==> src/hw/gcr_consts.svh <==
// Register indices, reset values, field positions and bus codes for the gain and chop register bank
`ifndef GCR_CONSTS_SVH
`define GCR_CONSTS_SVH

// Register indices; byte address is four times the index
`define GCR_IDX_GAIN 6'h04
`define GCR_IDX_RSVA 6'h05
`define GCR_IDX_CHOP 6'h06
`define GCR_IDX_RSVB 6'h07
`define GCR_IDX_RSVC 6'h08
`define GCR_IDX_STAT 6'h0F

// Reset values
`define GCR_RST_GAIN 16'h0000
`define GCR_RST_RSVA 16'h0000
`define GCR_RST_CHOP 16'h0600
`define GCR_RST_RSVB 16'h0000
`define GCR_RST_RSVC 16'h0000

// Gain register fields
`define GCR_CH3_GAIN 14:12
`define GCR_CH2_GAIN 10:8
`define GCR_CH1_GAIN 6:4
`define GCR_CH0_GAIN 2:0

// Chop configuration fields
`define GCR_CHOP_DLY 12:9
`define GCR_CHOP_EN 8

// Reserved word at 08h: bits 7:4 read as zero
`define GCR_RSVC_WMASK 16'hFF0F

// Status register fields
`define GCR_STAT_CNT 15:8
`define GCR_STAT_EN 0

// Delay codes with a special value
`define GCR_DLY_CODE_D 4'hD
`define GCR_DLY_CODE_E 4'hE
`define GCR_DLY_CODE_F 4'hF
`define GCR_DLY_VAL_D 17'h04000
`define GCR_DLY_VAL_E 17'h08000
`define GCR_DLY_VAL_F 17'h10000
`define GCR_DLY_BASE 17'h00002

// Decoded outputs while in reset: unity gain on all channels, 16 periods
`define GCR_RST_FACTOR 32'h01010101
`define GCR_RST_PERIODS 17'h00010

// AXI response codes
`define GCR_RESP_OKAY 2'h0
`define GCR_RESP_SLVERR 2'h2

`endif

==> src/hw/gcr_pkg.sv <==
// Types shared by the gain and chop register bank
package gcr_pkg;

    typedef logic [2:0] gcr_gain_sel_type;
    typedef logic [3:0] gcr_dly_code_type;

    typedef enum logic [2:0]
    {
        GCR_SEL_NONE = 3'h0,
        GCR_SEL_GAIN = 3'h1,
        GCR_SEL_RSVA = 3'h2,
        GCR_SEL_CHOP = 3'h3,
        GCR_SEL_RSVB = 3'h4,
        GCR_SEL_RSVC = 3'h5,
        GCR_SEL_STAT = 3'h6
    } gcr_reg_sel_type;

endpackage : gcr_pkg

==> src/hw/gcr_cfg_if.sv <==
// Carrier of the stored configuration words from the register file to the decoder
`timescale 1ns/1ps
`default_nettype none

interface gcr_cfg_if;
    logic [15:0] gain_word;
    logic [15:0] chop_word;

    modport source
    (
        output gain_word,
        output chop_word
    );

    modport sink
    (
        input gain_word,
        input chop_word
    );
endinterface : gcr_cfg_if

`default_nettype wire

==> src/hw/gcr_regs.sv <==
// AXI4-Lite register bank holding per-channel gain selects and global chop settings
`timescale 1ns/1ps
`default_nettype none
`include "gcr_consts.svh"

module gcr_regs
(
    input wire logic clk,
    input wire logic rst_n,
    input wire logic [7:0] s_axi_awaddr,
    input wire logic [2:0] s_axi_awprot,
    input wire logic s_axi_awvalid,
    output logic s_axi_awready,
    input wire logic [31:0] s_axi_wdata,
    input wire logic [3:0] s_axi_wstrb,
    input wire logic s_axi_wvalid,
    output logic s_axi_wready,
    output logic [1:0] s_axi_bresp,
    output logic s_axi_bvalid,
    input wire logic s_axi_bready,
    input wire logic [7:0] s_axi_araddr,
    input wire logic [2:0] s_axi_arprot,
    input wire logic s_axi_arvalid,
    output logic s_axi_arready,
    output logic [31:0] s_axi_rdata,
    output logic [1:0] s_axi_rresp,
    output logic s_axi_rvalid,
    input wire logic s_axi_rready,
    output logic [2:0] ch0_gain_select,
    output logic [2:0] ch1_gain_select,
    output logic [2:0] ch2_gain_select,
    output logic [2:0] ch3_gain_select,
    output logic [31:0] ch_gain_factor,
    output logic chop_enable,
    output logic [3:0] chop_settle_delay,
    output logic [16:0] chop_settle_periods
);
    // Register storage
    logic [15:0] gain_reg;
    logic [15:0] gain_next;
    logic [15:0] rsva_reg;
    logic [15:0] rsva_next;
    logic [15:0] chop_reg;
    logic [15:0] chop_next;
    logic [15:0] rsvb_reg;
    logic [15:0] rsvb_next;
    logic [15:0] rsvc_reg;
    logic [15:0] rsvc_next;
    logic [7:0] upd_cnt_reg;
    logic [7:0] upd_cnt_next;

    // Write channel state
    logic aw_held_reg;
    logic aw_held_next;
    logic [7:0] aw_addr_reg;
    logic [7:0] aw_addr_next;
    logic w_held_reg;
    logic w_held_next;
    logic [31:0] w_data_reg;
    logic [31:0] w_data_next;
    logic [3:0] w_strb_reg;
    logic [3:0] w_strb_next;
    logic awready_reg;
    logic awready_next;
    logic wready_reg;
    logic wready_next;
    logic bvalid_reg;
    logic bvalid_next;
    logic [1:0] bresp_reg;
    logic [1:0] bresp_next;

    // Read channel state
    logic arready_reg;
    logic arready_next;
    logic rvalid_reg;
    logic rvalid_next;
    logic [31:0] rdata_reg;
    logic [31:0] rdata_next;
    logic [1:0] rresp_reg;
    logic [1:0] rresp_next;

    logic do_write;
    gcr_pkg::gcr_reg_sel_type wr_sel;
    gcr_pkg::gcr_reg_sel_type rd_sel;

    gcr_cfg_if cfg ();

    // Maps a byte address to a register; low two bits are ignored
    function automatic gcr_pkg::gcr_reg_sel_type decode_addr(input logic [7:0] addr);
        unique case (addr[7:2])
            `GCR_IDX_GAIN: decode_addr = gcr_pkg::GCR_SEL_GAIN;
            `GCR_IDX_RSVA: decode_addr = gcr_pkg::GCR_SEL_RSVA;
            `GCR_IDX_CHOP: decode_addr = gcr_pkg::GCR_SEL_CHOP;
            `GCR_IDX_RSVB: decode_addr = gcr_pkg::GCR_SEL_RSVB;
            `GCR_IDX_RSVC: decode_addr = gcr_pkg::GCR_SEL_RSVC;
            `GCR_IDX_STAT: decode_addr = gcr_pkg::GCR_SEL_STAT;
            default: decode_addr = gcr_pkg::GCR_SEL_NONE;
        endcase
    endfunction : decode_addr

    // Applies the two low byte lanes of a write to a 16-bit word
    function automatic logic [15:0] merge_lanes(input logic [15:0] old_word, input logic [31:0] data,
                                                input logic [3:0] strb);
        merge_lanes[7:0] = strb[0] ? data[7:0] : old_word[7:0];
        merge_lanes[15:8] = strb[1] ? data[15:8] : old_word[15:8];
    endfunction : merge_lanes

    assign wr_sel = decode_addr(aw_addr_reg);
    assign rd_sel = decode_addr(s_axi_araddr);
    assign do_write = aw_held_reg && w_held_reg && !bvalid_reg;

    // Write path: address and data taken in either order, response after both
    always_comb
    begin
        aw_held_next = aw_held_reg;
        aw_addr_next = aw_addr_reg;
        w_held_next = w_held_reg;
        w_data_next = w_data_reg;
        w_strb_next = w_strb_reg;
        bvalid_next = bvalid_reg;
        bresp_next = bresp_reg;
        gain_next = gain_reg;
        rsva_next = rsva_reg;
        chop_next = chop_reg;
        rsvb_next = rsvb_reg;
        rsvc_next = rsvc_reg;
        upd_cnt_next = upd_cnt_reg;
        if (s_axi_awvalid && awready_reg)
        begin
            aw_held_next = 1'b1;
            aw_addr_next = s_axi_awaddr;
        end
        if (s_axi_wvalid && wready_reg)
        begin
            w_held_next = 1'b1;
            w_data_next = s_axi_wdata;
            w_strb_next = s_axi_wstrb;
        end
        if (bvalid_reg && s_axi_bready)
        begin
            bvalid_next = 1'b0;
        end
        if (do_write)
        begin
            aw_held_next = 1'b0;
            w_held_next = 1'b0;
            bvalid_next = 1'b1;
            bresp_next = `GCR_RESP_OKAY;
            // Reserved writable bits are stored as written; software keeps them zero
            unique case (wr_sel)
                gcr_pkg::GCR_SEL_GAIN:
                begin
                    gain_next = merge_lanes(gain_reg, w_data_reg, w_strb_reg);
                    upd_cnt_next = upd_cnt_reg + 8'h01;
                end
                gcr_pkg::GCR_SEL_RSVA: rsva_next = merge_lanes(rsva_reg, w_data_reg, w_strb_reg);
                gcr_pkg::GCR_SEL_CHOP:
                begin
                    chop_next = merge_lanes(chop_reg, w_data_reg, w_strb_reg);
                    upd_cnt_next = upd_cnt_reg + 8'h01;
                end
                gcr_pkg::GCR_SEL_RSVB: rsvb_next = merge_lanes(rsvb_reg, w_data_reg, w_strb_reg);
                gcr_pkg::GCR_SEL_RSVC:
                    rsvc_next = merge_lanes(rsvc_reg, w_data_reg, w_strb_reg) & `GCR_RSVC_WMASK;
                gcr_pkg::GCR_SEL_STAT: bresp_next = `GCR_RESP_OKAY;
                gcr_pkg::GCR_SEL_NONE: bresp_next = `GCR_RESP_SLVERR;
            endcase
        end
        awready_next = !aw_held_next;
        wready_next = !w_held_next;
    end

    always_ff @(posedge clk)
    begin
        if (!rst_n)
        begin
            aw_held_reg <= 1'b0;
            aw_addr_reg <= 8'h00;
            w_held_reg <= 1'b0;
            w_data_reg <= 32'h00000000;
            w_strb_reg <= 4'h0;
            awready_reg <= 1'b0;
            wready_reg <= 1'b0;
            bvalid_reg <= 1'b0;
            bresp_reg <= `GCR_RESP_OKAY;
            gain_reg <= `GCR_RST_GAIN;
            rsva_reg <= `GCR_RST_RSVA;
            chop_reg <= `GCR_RST_CHOP;
            rsvb_reg <= `GCR_RST_RSVB;
            rsvc_reg <= `GCR_RST_RSVC;
            upd_cnt_reg <= 8'h00;
        end
        else
        begin
            aw_held_reg <= aw_held_next;
            aw_addr_reg <= aw_addr_next;
            w_held_reg <= w_held_next;
            w_data_reg <= w_data_next;
            w_strb_reg <= w_strb_next;
            awready_reg <= awready_next;
            wready_reg <= wready_next;
            bvalid_reg <= bvalid_next;
            bresp_reg <= bresp_next;
            gain_reg <= gain_next;
            rsva_reg <= rsva_next;
            chop_reg <= chop_next;
            rsvb_reg <= rsvb_next;
            rsvc_reg <= rsvc_next;
            upd_cnt_reg <= upd_cnt_next;
        end
    end

    // Read path: one read at a time, data one cycle after the address is taken
    always_comb
    begin
        rvalid_next = rvalid_reg;
        rdata_next = rdata_reg;
        rresp_next = rresp_reg;
        if (rvalid_reg && s_axi_rready)
        begin
            rvalid_next = 1'b0;
        end
        if (s_axi_arvalid && arready_reg)
        begin
            rvalid_next = 1'b1;
            rresp_next = `GCR_RESP_OKAY;
            rdata_next = 32'h00000000;
            unique case (rd_sel)
                gcr_pkg::GCR_SEL_GAIN: rdata_next[15:0] = gain_reg;
                gcr_pkg::GCR_SEL_RSVA: rdata_next[15:0] = rsva_reg;
                gcr_pkg::GCR_SEL_CHOP: rdata_next[15:0] = chop_reg;
                gcr_pkg::GCR_SEL_RSVB: rdata_next[15:0] = rsvb_reg;
                gcr_pkg::GCR_SEL_RSVC: rdata_next[15:0] = rsvc_reg & `GCR_RSVC_WMASK;
                gcr_pkg::GCR_SEL_STAT:
                begin
                    rdata_next[`GCR_STAT_CNT] = upd_cnt_reg;
                    rdata_next[`GCR_STAT_EN] = chop_reg[`GCR_CHOP_EN];
                end
                gcr_pkg::GCR_SEL_NONE: rresp_next = `GCR_RESP_SLVERR;
            endcase
        end
        arready_next = !rvalid_next;
    end

    always_ff @(posedge clk)
    begin
        if (!rst_n)
        begin
            arready_reg <= 1'b0;
            rvalid_reg <= 1'b0;
            rdata_reg <= 32'h00000000;
            rresp_reg <= `GCR_RESP_OKAY;
        end
        else
        begin
            arready_reg <= arready_next;
            rvalid_reg <= rvalid_next;
            rdata_reg <= rdata_next;
            rresp_reg <= rresp_next;
        end
    end

    // Stored words feed the decoder, which registers the derived settings
    assign cfg.gain_word = gain_reg;
    assign cfg.chop_word = chop_reg;

    gcr_setting_decode u_decode
    (
        .clk(clk),
        .rst_n(rst_n),
        .cfg(cfg.sink),
        .gain_factor(ch_gain_factor),
        .settle_periods(chop_settle_periods)
    );

    assign s_axi_awready = awready_reg;
    assign s_axi_wready = wready_reg;
    assign s_axi_bvalid = bvalid_reg;
    assign s_axi_bresp = bresp_reg;
    assign s_axi_arready = arready_reg;
    assign s_axi_rvalid = rvalid_reg;
    assign s_axi_rdata = rdata_reg;
    assign s_axi_rresp = rresp_reg;

    // Settings drive the converter straight from the stored fields
    assign ch0_gain_select = gain_reg[`GCR_CH0_GAIN];
    assign ch1_gain_select = gain_reg[`GCR_CH1_GAIN];
    assign ch2_gain_select = gain_reg[`GCR_CH2_GAIN];
    assign ch3_gain_select = gain_reg[`GCR_CH3_GAIN];
    assign chop_enable = chop_reg[`GCR_CHOP_EN];
    assign chop_settle_delay = chop_reg[`GCR_CHOP_DLY];
endmodule : gcr_regs

`default_nettype wire

==> src/hw/gcr_setting_decode.sv <==
// Registered decode of gain selects into gain factors and delay code into modulator periods
`timescale 1ns/1ps
`default_nettype none
`include "gcr_consts.svh"

module gcr_setting_decode
(
    input wire logic clk,
    input wire logic rst_n,
    gcr_cfg_if.sink cfg,
    output logic [31:0] gain_factor,
    output logic [16:0] settle_periods
);
    logic [31:0] gain_factor_reg;
    logic [31:0] gain_factor_next;
    logic [16:0] settle_periods_reg;
    logic [16:0] settle_periods_next;

    // Gain is two to the power of the select
    function automatic logic [7:0] gain_of(input gcr_pkg::gcr_gain_sel_type sel);
        gain_of = 8'h01 << sel;
    endfunction : gain_of

    // Settle delay doubles per code from two periods; 1110b continues the doubling
    function automatic logic [16:0] periods_of(input gcr_pkg::gcr_dly_code_type code);
        unique case (code)
            `GCR_DLY_CODE_D: periods_of = `GCR_DLY_VAL_D;
            `GCR_DLY_CODE_E: periods_of = `GCR_DLY_VAL_E;
            `GCR_DLY_CODE_F: periods_of = `GCR_DLY_VAL_F;
            default: periods_of = `GCR_DLY_BASE << code;
        endcase
    endfunction : periods_of

    always_comb
    begin
        gain_factor_next = {gain_of(cfg.gain_word[`GCR_CH3_GAIN]), gain_of(cfg.gain_word[`GCR_CH2_GAIN]),
                            gain_of(cfg.gain_word[`GCR_CH1_GAIN]), gain_of(cfg.gain_word[`GCR_CH0_GAIN])};
        settle_periods_next = periods_of(cfg.chop_word[`GCR_CHOP_DLY]);
    end

    always_ff @(posedge clk)
    begin
        if (!rst_n)
        begin
            gain_factor_reg <= `GCR_RST_FACTOR;
            settle_periods_reg <= `GCR_RST_PERIODS;
        end
        else
        begin
            gain_factor_reg <= gain_factor_next;
            settle_periods_reg <= settle_periods_next;
        end
    end

    assign gain_factor = gain_factor_reg;
    assign settle_periods = settle_periods_reg;
endmodule : gcr_setting_decode

`default_nettype wire

==> config.mk <==
export PLATFORM = sky130hd
export DESIGN_NAME = gcr_regs
export DESIGN_NICKNAME = d
export VERILOG_FILES = /design/src/hw/gcr_pkg.sv /design/src/hw/gcr_cfg_if.sv /design/src/hw/gcr_regs.sv /design/src/hw/gcr_setting_decode.sv
export VERILOG_INCLUDE_DIRS = /design/src /design/src/hw
export SDC_FILE = /design/constraint.sdc
export NUM_CORES = 1
export LEC_CHECK = 0
export BUFFER_PORTS_ARGS = -buffer_cell sky130_fd_sc_hd__buf_2
export CAP_MARGIN = 20
export CORE_MARGIN = 2
export CORE_UTILIZATION = 40
export DETAILED_ROUTE_END_ITERATION = 6
export GPL_TIMING_DRIVEN = 0
export PLACE_DENSITY_LB_ADDON = 0.2
export SYNTH_ARGS = -nofsm -noshare
export SYNTH_HDL_FRONTEND = slang
export SYNTH_SLANG_ARGS = --single-unit
==> constraint.sdc <==
create_clock -name clk -period 1.65 [get_ports clk]
set_input_delay 0.33 -clock clk [delete_from_list [all_inputs] [get_ports clk]]
set_output_delay 0.33 -clock clk [all_outputs]
set_load 0.03 [all_outputs]
**Word-level counts from Yosys, hierarchy flattened**

Index checks and enable logic that the tools add are counted.

- Reduce and logical (&&, ||, !) cells: 26
- Shift operators: 5
- Equal/unequal tests: 26
- Add/subtract/negate cells: 1
- Multiplexer cells: 16

Operator list:

| operator | number |
|---|---|
| $pmux W17 S3 | 1 |
| $eq A6 B3 Y1 const B | 8 |
| $pmux W8 S6 | 1 |
| $pmux W3 S6 | 2 |
| $pmux W7 S5 | 1 |
| $shl A1 B3 Y8 const A | 4 |
| $reduce_and A3 Y1 | 10 |
| $eq A6 B4 Y1 const B | 4 |
| $shl A2 B4 Y17 const A | 1 |
| $eq A3 B3 Y1 const B | 5 |
| $eq A3 B2 Y1 const B | 4 |
| $eq A4 B4 Y1 const B | 3 |
| $add A8 B1 Y8 const B | 1 |
| $mux W1 | 8 |
| $logic_and A1 B1 Y1 | 7 |
| $eq A3 B1 Y1 const B | 2 |
| $logic_not A3 Y1 | 2 |
| $pmux W1 S6 | 1 |
| $logic_not A1 Y1 | 4 |
| $mux W2 | 2 |
| $reduce_and A2 Y1 | 1 |
| $reduce_bool A2 Y1 | 1 |
| $reduce_or A2 Y1 | 1 |

- Output and inout port bits: 107
- Flip-flop bits (word level): 186
- Logic and storage cells: 100

**Longest topological paths before layout**

Gate-level depths: netlist of the first run.

- Word-level depth: 5
- Mapped depth: 6
- Gate-level depth less buffers: 4

**By module**

Synthesis of the first run repeated with hierarchy kept, for this count alone.

- Cells, all modules: 748
- Area, all modules: 6,945.4 µm²

Modules (own cells, without submodules):

| module | area each (µm²) | times used | cells an instance |
|---|---|---|---|
| gcr_regs | 5,596.6 | 1 | 621 |
| gcr_setting_decode | 1,348.8 | 1 | 127 |

**Least setup slack after synthesis of the first run**

Ideal clock, no wire load.

- Kind: flip-flop to flip-flop
- Start: register bvalid_reg (netlist: s_axi_bvalid)
- End: register chop_reg[12] (netlist: cfg.chop_word[12])
- Buffers on the path: 2
- Cell stages (with the launch flop): 7
- Path slack: -0.006 ns
- Arrival: 1.527 ns
- Required time: 1.520 ns
- Clock period less this slack: 1.656 ns
- Cell sequence: dfxtp_1 and4bb_2 buf_2 nand4_1 clkbuf_1 nand3_1 o21ai_0

- Cells in the longest elaborated chain, start to end: 3

RTL lines:

| item | RTL line | source |
|---|---|---|
| start, declared | gcr_regs.sv:67 | `logic bvalid_reg;` |
| start signal, assigned | gcr_regs.sv:202 | `bvalid_reg <= bvalid_next;` |
| $logic_not A1 Y1 | gcr_regs.sv:110 | `assign do_write = aw_held_reg && w_held_reg && !bvalid_reg;` |
| $logic_and A1 B1 Y1 | gcr_regs.sv:110 |  |
| $reduce_and A3 Y1 (no line) | -- |  |
| end signal, assigned | gcr_regs.sv:188 | `` chop_reg <= `GCR_RST_CHOP; `` |
| end signal, assigned | gcr_regs.sv:206 | `chop_reg <= chop_next;` |
| end, declared | gcr_regs.sv:43 | `logic [15:0] chop_reg;` |

Every way passes these cells.
A chain may end at the register's enable or synchronous reset.

**Worst setup path in the final report of the first run**

- Start: register gain_reg[1] (netlist: cfg.gain_word[1])
- End: output port ch0_gain_select[1]

RTL lines:

| item | RTL line | source |
|---|---|---|
| start, declared | gcr_regs.sv:39 | `logic [15:0] gain_reg;` |
| start signal, assigned | gcr_regs.sv:186 | `` gain_reg <= `GCR_RST_GAIN; `` |
| start signal, assigned | gcr_regs.sv:204 | `gain_reg <= gain_next;` |
| end, declared | gcr_regs.sv:29 | `output logic [2:0] ch0_gain_select,` |

No word-level cell between the ends.

==> metrics.md, run 1 <==
| Metric | Value |
|---|---|
| Distinct cell type count after synthesis | 46 |
| I/O Buffers | 121 |
| Seq cells post-synth | 181 |
| DR vias | 5952 |
| Critical path type | flip-flop to primary output |
| Layout overhead on the synthesized area | 27.7% |
| Final Hold Viols | 0 |
| Ant diodes | 0 |
| Gr ovfl total | 0 |
| Count of final setup violators | 0 |
| PD cells | 1070 nW/um^2 |
| Crit start category | flip-flop |
| Antenna Violating Nets Remaining | 0 |
| Leak | 3.65 nW |
| Sw frac | 23.5% |
| Max Root-Sink Buffers | 2 |
| Routed vias/inst | 5.19 |
| Drt total wl | 19.4 mm |
| Max Cap Viol | 0 |
| Switch Pwr | 2.19 mW |
| Initial antenna violation count | 0 |
| Initial core utilization | 41.1% |
| Post-synthesis sequential area ratio | 53.0% |
| Total GRT Usage | 21.3% |
| Synthesized area | 6840 um^2 |
| Number of I/O pins | 172 |
| Warnings, synthesis | 0 |
| Leading cell type in the layout, fill and taps excluded | dfxtp_1 |
| Vias in the first global route | 5568 |
| TritonCTS Buffers | 17 |
| Ratio of cells with drive above 1 in the final layout | 28.5% |
| Final net count | 980 |
| Tmin final | 1.60 ns |
| CTS tree | built |
| Period utilization | 97.0% |
| CP required | 1.32 ns |
| Clk pwr share | 45.4% |
| Worst path cell trace | buf_4, buf_2 |
| Clock sinks | 181 |
| WL/cell | 16.9 um |
| Largest register FFs | 32 |
| Max-slew headroom | 41.8% |
| Internal Power | 7.14 mW |
| Type of the worst min-delay path | input pin to flip-flop |
| Clk_skew | 0.00920 ns |
| Mapped Cells | 731 |
| Skew-Pair Late Insertion Delay | 0.43 ns |
| Sequential power share | 48.0% |
| Critical Path Fanout Max | 8 |
| Tot Pwr | 9.33 mW |
| DRC | 0 |
| GP Congestion | 0.874 |
| Part of the power in combinational logic | 6.5% |
| WP data arrival | 1.27 ns |
| Worst vdd ir | 794 uV |
| First-pass DRT Iterations | 5 |
| Largest area contributor in the netlist | dfxtp_1 |
| Worst Tran Pin Value | 0.865 ns |
| CP max stage delay | 0.50 ns |
| Die width | 135 um |
| F_max | 625 MHz |
| Status | finished, final reports clean |
| Synth top area share | 53.0% |
| First-pass GRT wire length | 29.5 mm |
| Most frequent cells in the layout | 171 x dfxtp_1, 123 x buf_2, 87 x nand2_1 |
| Core area | 16600 um^2 |
| Slew Viols, Final | 0 |
| Htree depth | 4 |
| HPWL Detailed | 13.6 mm |
| Mapped Avg Cell Area | 9.36 um^2 |
| CP Capture Type | primary output |
| Detailed Route Iter0 Violations | 467 |
| Worst hold margin | 0.126 ns |
| Die area | 18200 um^2 |
| Standard-cell rows | 47 |
| Fillers | 1583 |
| Slowest library cell on the worst path | dfxtp_1 |
| Die height | 135 um |
| Root Driver | clkbuf_16 |
| Reg clk slew, reported paths | 0.07 ns |
| Largest net degree at the start of global routing | 17 |
| Largest cells by area after synthesis | dfxtp_1 53%, o21ai_0 6.7%, nand3_1 6.1%, nand2_1 4.8%, buf_4 4.0% |
[path summary, 6_finish.rpt]
check / start / endpoint / slack (ns) / depth (start not counted)
min reg2reg: rsvb_reg[6]$_SDFFE_PN0P_ / rsvb_reg[6]$_SDFFE_PN0P_ / 0.46 / 2
max: cfg.gain_word[1]$_SDFFE_PN0P_ / ch0_gain_select[1] / 0.05 / 2
min: s_axi_wdata[5] / w_data_reg[5]$_SDFFE_PN0P_ / 0.13 / 3
max reg2reg: s_axi_bvalid$_SDFFE_PN0P_ / upd_cnt_reg[5]$_SDFFE_PN0P_ / 0.07 / 6
[power by group through the flow]
stage / Sequential (mW) / Combinational (mW) / Clock [mW]
after global placement: 4.58 / 0.576 / 0
after global routing: 4.49 / 0.657 / 4.47
final: 4.48 / 0.610 / 4.24
after CTS: 4.48 / 0.589 / 4.28
after detailed placement: 4.58 / 0.577 / 0
after floorplan: 4.62 / 0.331 / 0
[final cells by class]
class                   count  area [um^2]  share of cell area (%)
inverters                   3         11.3                   0.129
plain buffers              77          514                    5.88
repair buffers            146          816                    9.33
well taps                 220          275                    3.15
clock buffers              21          470                    5.38
multi-input cells         488         2870                    32.8
clock inverters            11          146                    1.68
flip-flops and latches    181         3640                    41.6
[worst max-delay path: cells and delay by family, from the launching register on]
family / cells / cell delay, ns
flip-flops: 1 / 0.50
buffers and inverters: 2 / 0.34
[through the flow]
step | util (%) | std cells | TNS (ns) | setup slack [ns] | instance area, um^2
floorplan | - | 749 | 0 | 0.00118 | 6910
global placement | 46.8 | 1090 | -38.51 | -0.526 | 7790
detailed placement | 46.8 | 1090 | -38.45 | -0.533 | 7790
CTS | 51.3 | 1132 | 0 | 0.0129 | 8540
global route | 52.5 | 1147 | -0.0259 | -0.0162 | 8740
finish | 52.5 | 1147 | 0 | 0.0489 | 8740
[logic make-up (layout without fill, tap and decap cells)]
| group | after synthesis | after routing | share of synthesized area, % |
|---|---|---|---|
| simple gates | 288 | 288 | 20.8 |
| mux | 20 | 20 | 6.24 |
| compound gates | 158 | 158 | 12.8 |
| fa+ha+maj | 1 | 1 | 0.183 |
| buf+inv | 80 | 258 | 6.73 |
| xor+xnor | 2 | 2 | 0.256 |
| flops | 181 | 181 | 53.0 |
| other cells | 1 | 19 | 0.0548 |
[metal layers]
metal	GRT usage, %	share of wire, %	vias up
li1	-	-	2912
met1	27.5	44	2815
met2	35.6	49	196
met3	3.90	4.8	29
met4	7.89	2.2	0
met5	0	0	-
[Yosys cell counts, drive strengths merged]
cell / n
a21boi: 1
a21o: 1
a21oi: 40
a221oi: 12
a22oi: 4
a311oi: 1
a31o: 1
and2: 7
and3: 3
and4b: 1
and4bb: 1
buf: 46
clkbuf: 31
conb: 1
dfxtp: 181
ha: 1
inv: 3
mux2i: 4
mux4: 16
nand2: 87
nand2b: 17
nand3: 83
nand3b: 3
nand4: 12
nand4b: 2
nor2: 50
nor2b: 3
nor3: 10
nor3b: 1
nor4: 1
nor4b: 2
o21ai: 92
o31ai: 6
or3: 1
or4: 3
or4b: 1
xor2: 2
[what timing repair did]
action / CTS / global route
setup buffers: 10 / 12
hold buffers: 0 / 0
endpoints found under the setup margin: 89 / 81
cloned: 0 / 3
pin swaps: 5 / 5
gates resized for setup: 20 / 51
(Power assumes the default switching activity.)
==> run 2, diff against run 1 <==
--- a/config.mk
+++ b/config.mk
@@ -13,6 +13,7 @@
 export DETAILED_ROUTE_END_ITERATION = 6
 export GPL_TIMING_DRIVEN = 0
 export PLACE_DENSITY_LB_ADDON = 0.2
+export SETUP_SLACK_MARGIN = 0.4
 export SYNTH_ARGS = -nofsm -noshare
 export SYNTH_HDL_FRONTEND = slang
 export SYNTH_SLANG_ARGS = --single-unit
==> metrics.md, run 2 (synthesis gave the netlist of run 1 again) <==
| Metric | Value |
|---|---|
| Status | finished, final reports clean |
| Hold EP | w_data_reg[10]$_SDFFE_PN0P_ |
| Max-slew headroom | 57.7% (+16 points) |
| Non-filler instance count after layout | 1198 (+4.4%) |
| WP data arrival | 1.90 ns (+0.63 ns) |
| R2R Path Start | s_axi_bvalid$_SDFFE_PN0P_ |
| Slew Viols, Final | 0 (unchanged) |
| Worst vdd ir | 794 uV (about the same) |
| Reg-to-reg endpoint | rsva_reg[1]$_SDFFE_PN0P_ |
| Largest register FFs | 32 (unchanged) |
| Worst R2R Path Depth | 7 (+1) |
| PD cells | 889 nW/um^2 (-17%) |
| GP Congestion | 0.818 (-6.4%) |
| I/O Buffers | 121 (unchanged) |
| Skew-Pair Late Insertion Delay | 0.44 ns (about the same) |
| WL/cell | 18.1 um (+6.8%) |
| Vias in the first global route | 6015 (+8.0%) |
| Drt total wl | 21.6 mm (+12%) |
| Max Used Layer | met4 |
| Standard-cell rows | 47 (unchanged) |
| Die width | 135 um (unchanged) |
| Most frequent cells in the layout | 120 x buf_6, 112 x dfxtp_1, 83 x nand2_1 |
| Leak | 4.13 nW (+13%) |
| Die height | 135 um (unchanged) |
| Clock sinks | 181 (unchanged) |
| Switch Pwr | 2.33 mW (+6.5%) |
| Metal-1 WL | 9.19 mm (+7.9%) |
| Ant diodes | 0 (unchanged) |
| Critical path's top delay family | simple AND/OR/NAND/NOR gates |
| Hold Crit Start | s_axi_wdata[10] |
| Placed insts | 1090 (unchanged) |
| Antenna Violating Nets Remaining | 0 (unchanged) |
| Leading cell type in the layout, fill and taps excluded | buf_6 |
| Max Cap Viol | 0 (unchanged) |
| DRC | 0 (unchanged) |
| Clk_skew | 0.0124 ns (+0.00325 ns) |
| Initial core utilization | 41.1% (unchanged) |
| TritonCTS Buffers | 17 (unchanged) |
| CTS hold repair buffers | 0 (unchanged) |
| Met2 wire length | 10.6 mm (+12%) |
| CP max stage delay | 0.36 ns (-0.14 ns) |
| Initial antenna violation count | 0 (unchanged) |
| Max Root-Sink Buffers | 2 (unchanged) |
| HPWL Detailed | 13.7 mm (+1.2%) |
| R2R setup slack | 0.06 ns (about the same) |
| CP most frequent cell | buf_4 |
| Type of the worst min-delay path | input pin to flip-flop |
| Part of the power in combinational logic | 7.9% (+1.4 points) |
| Detailed Route Iter0 Violations | 443 (-5.1%) |
| Worst hold path stage count | 3 (unchanged) |
| Htree depth | 4 (unchanged) |
| CTS tree | built |
| Worst path bufs/invs | 3 (+1) |
| Post-Layout Inst Area | 10400 um^2 (+19%) |
| Layout overhead on the synthesized area | 52.4% |
| Worst hold margin | 0.129 ns (+0.00230 ns) |
| RSZ-0062 raised after global routing | yes |
| CP Capture Type | flip-flop |
| Internal Power | 6.94 mW (-2.9%) |
| CP required | 1.97 ns (+0.65 ns) |
| Critical path type | flip-flop to flip-flop |
| Slowest library cell on the worst path | and4bb_2 |
| Critical Path Fanout Max | 4 (-4) |
| Count of final setup violators | 0 (unchanged) |
| Reg clk slew, reported paths | 0.08 ns (about the same) |
| Dpl cell area | 8040 um^2 (+3.1%) |
| Ratio of cells with drive above 1 in the final layout | 48.1% (+20 points) |
| Clk pwr share | 43.9% (-1.5 points) |
| Met3 WL | 1.22 mm (+31%) |
| First-pass DRT Iterations | 5 (unchanged) |
| Total GRT Usage | 23.5% (+2.2 points) |
| Final net count | 1031 (+5.2%) |
| Gr ovfl total | 0 (unchanged) |
| Final Hold Viols | 0 (unchanged) |
| Period utilization | 96.1% (-0.90 points) |
| Routed vias/inst | 5.28 (+1.8%) |
| Largest net degree at the start of global routing | 18 (+1) |
| Sequential power share | 48.2% (+0.2 points) |
| Sw frac | 25.2% (+1.7 points) |
| Worst Tran Pin Value | 0.634 ns (-0.231 ns) |
| First-pass GRT wire length | 32.7 mm (+11%) |
| Core area | 16600 um^2 (unchanged) |
| Crit start category | flip-flop |
| DR vias | 6328 (+6.3%) |
| Worst path cell trace | and4bb_2, buf_4, nand4_1, buf_4, buf_4, nand3_1, o21ai_1 |
| Crit path depth | 7 (+5) |
| Tot Pwr | 9.27 mW (-0.67%) |
| Number of I/O pins | 172 (unchanged) |
| Die area | 18200 um^2 (unchanged) |
| Root Driver | clkbuf_16 |
| Tmin final | 1.59 ns (-0.0149 ns) |
| F_max | 630 MHz (+0.94%) |
[run 2: per-stage QoR]
step | setup slack, ns | TNS, ns | utilization, %
after floorplan | 0.0529 | 0 | -
after global placement | -0.383 | -26.91 | 48.3
after detailed placement | -0.436 | -27.59 | 48.3
after CTS | 0.0937 | 0 | 59.6
after global routing | 0.0328 | 0 | 62.7
final | 0.0638 | 0 | 62.7
[run 2: worst max-delay path by stage]
stage | slack [ns] | end | from
after global routing | 0.03 | rsva_reg[1]$_SDFFE_PN0P_ | s_axi_bvalid$_SDFFE_PN0P_
after global placement | -0.38 | cfg.chop_word[12]$_SDFFE_PN0P_ | rst_n
after floorplan | 0.05 | s_axi_rdata[10]$_SDFFE_PN0P_ | s_axi_araddr[3]
after CTS | 0.09 | cfg.gain_word[5]$_SDFFE_PN0P_ | s_axi_bvalid$_SDFFE_PN0P_
after detailed placement | -0.44 | cfg.chop_word[12]$_SDFFE_PN0P_ | rst_n
final | 0.06 | rsva_reg[1]$_SDFFE_PN0P_ | s_axi_bvalid$_SDFFE_PN0P_
[run 2: final cells by class]
class,count,area [um^2]
Clock buffer,18,429
Tap cell,220,275
Buffer,77,693
Multi-Input combinational cell,488,3240
Clock inverter,14,155
Sequential cell,181,3760
Inverter,3,15.0
Timing Repair Buffer,197,1860
Fill cell,1398,6210
[run 2: power groups by stage]
stage	combinational, mW	clock, mW	sequential [mW]
2_1_floorplan	0.353	0	4.63
3_3_place_gp	0.595	0	4.58
3_5_place_dp	0.596	0	4.59
4_1_cts	0.692	4.10	4.47
5_1_grt	0.776	4.29	4.47
6_report	0.729	4.07	4.47
[run 2: routing by layer]
| layer | up-vias | GRT usage [%] |
|---|---|---|
| li1 | 3011 | - |
| met1 | 3061 | 30.3 |
| met2 | 216 | 38.3 |
| met3 | 40 | 4.88 |
| met4 | 0 | 9.65 |
| met5 | - | 0 |
[run 2: tightest hold or removal path: stages]
cell,delay [ns]
buf_2,0.09
nand2_1,0.04
a21oi_1,0.05
[run 2: what timing repair did]
| item | CTS | global route |
|---|---|---|
| setup endpoints to repair | 230 | 181 |
| gates resized for setup | 290 | 111 |
| pin swaps | 44 | 19 |
| cloned | 7 | 2 |
| endpoints found under the hold margin | 0 | 0 |
| setup buffers | 50 | 17 |
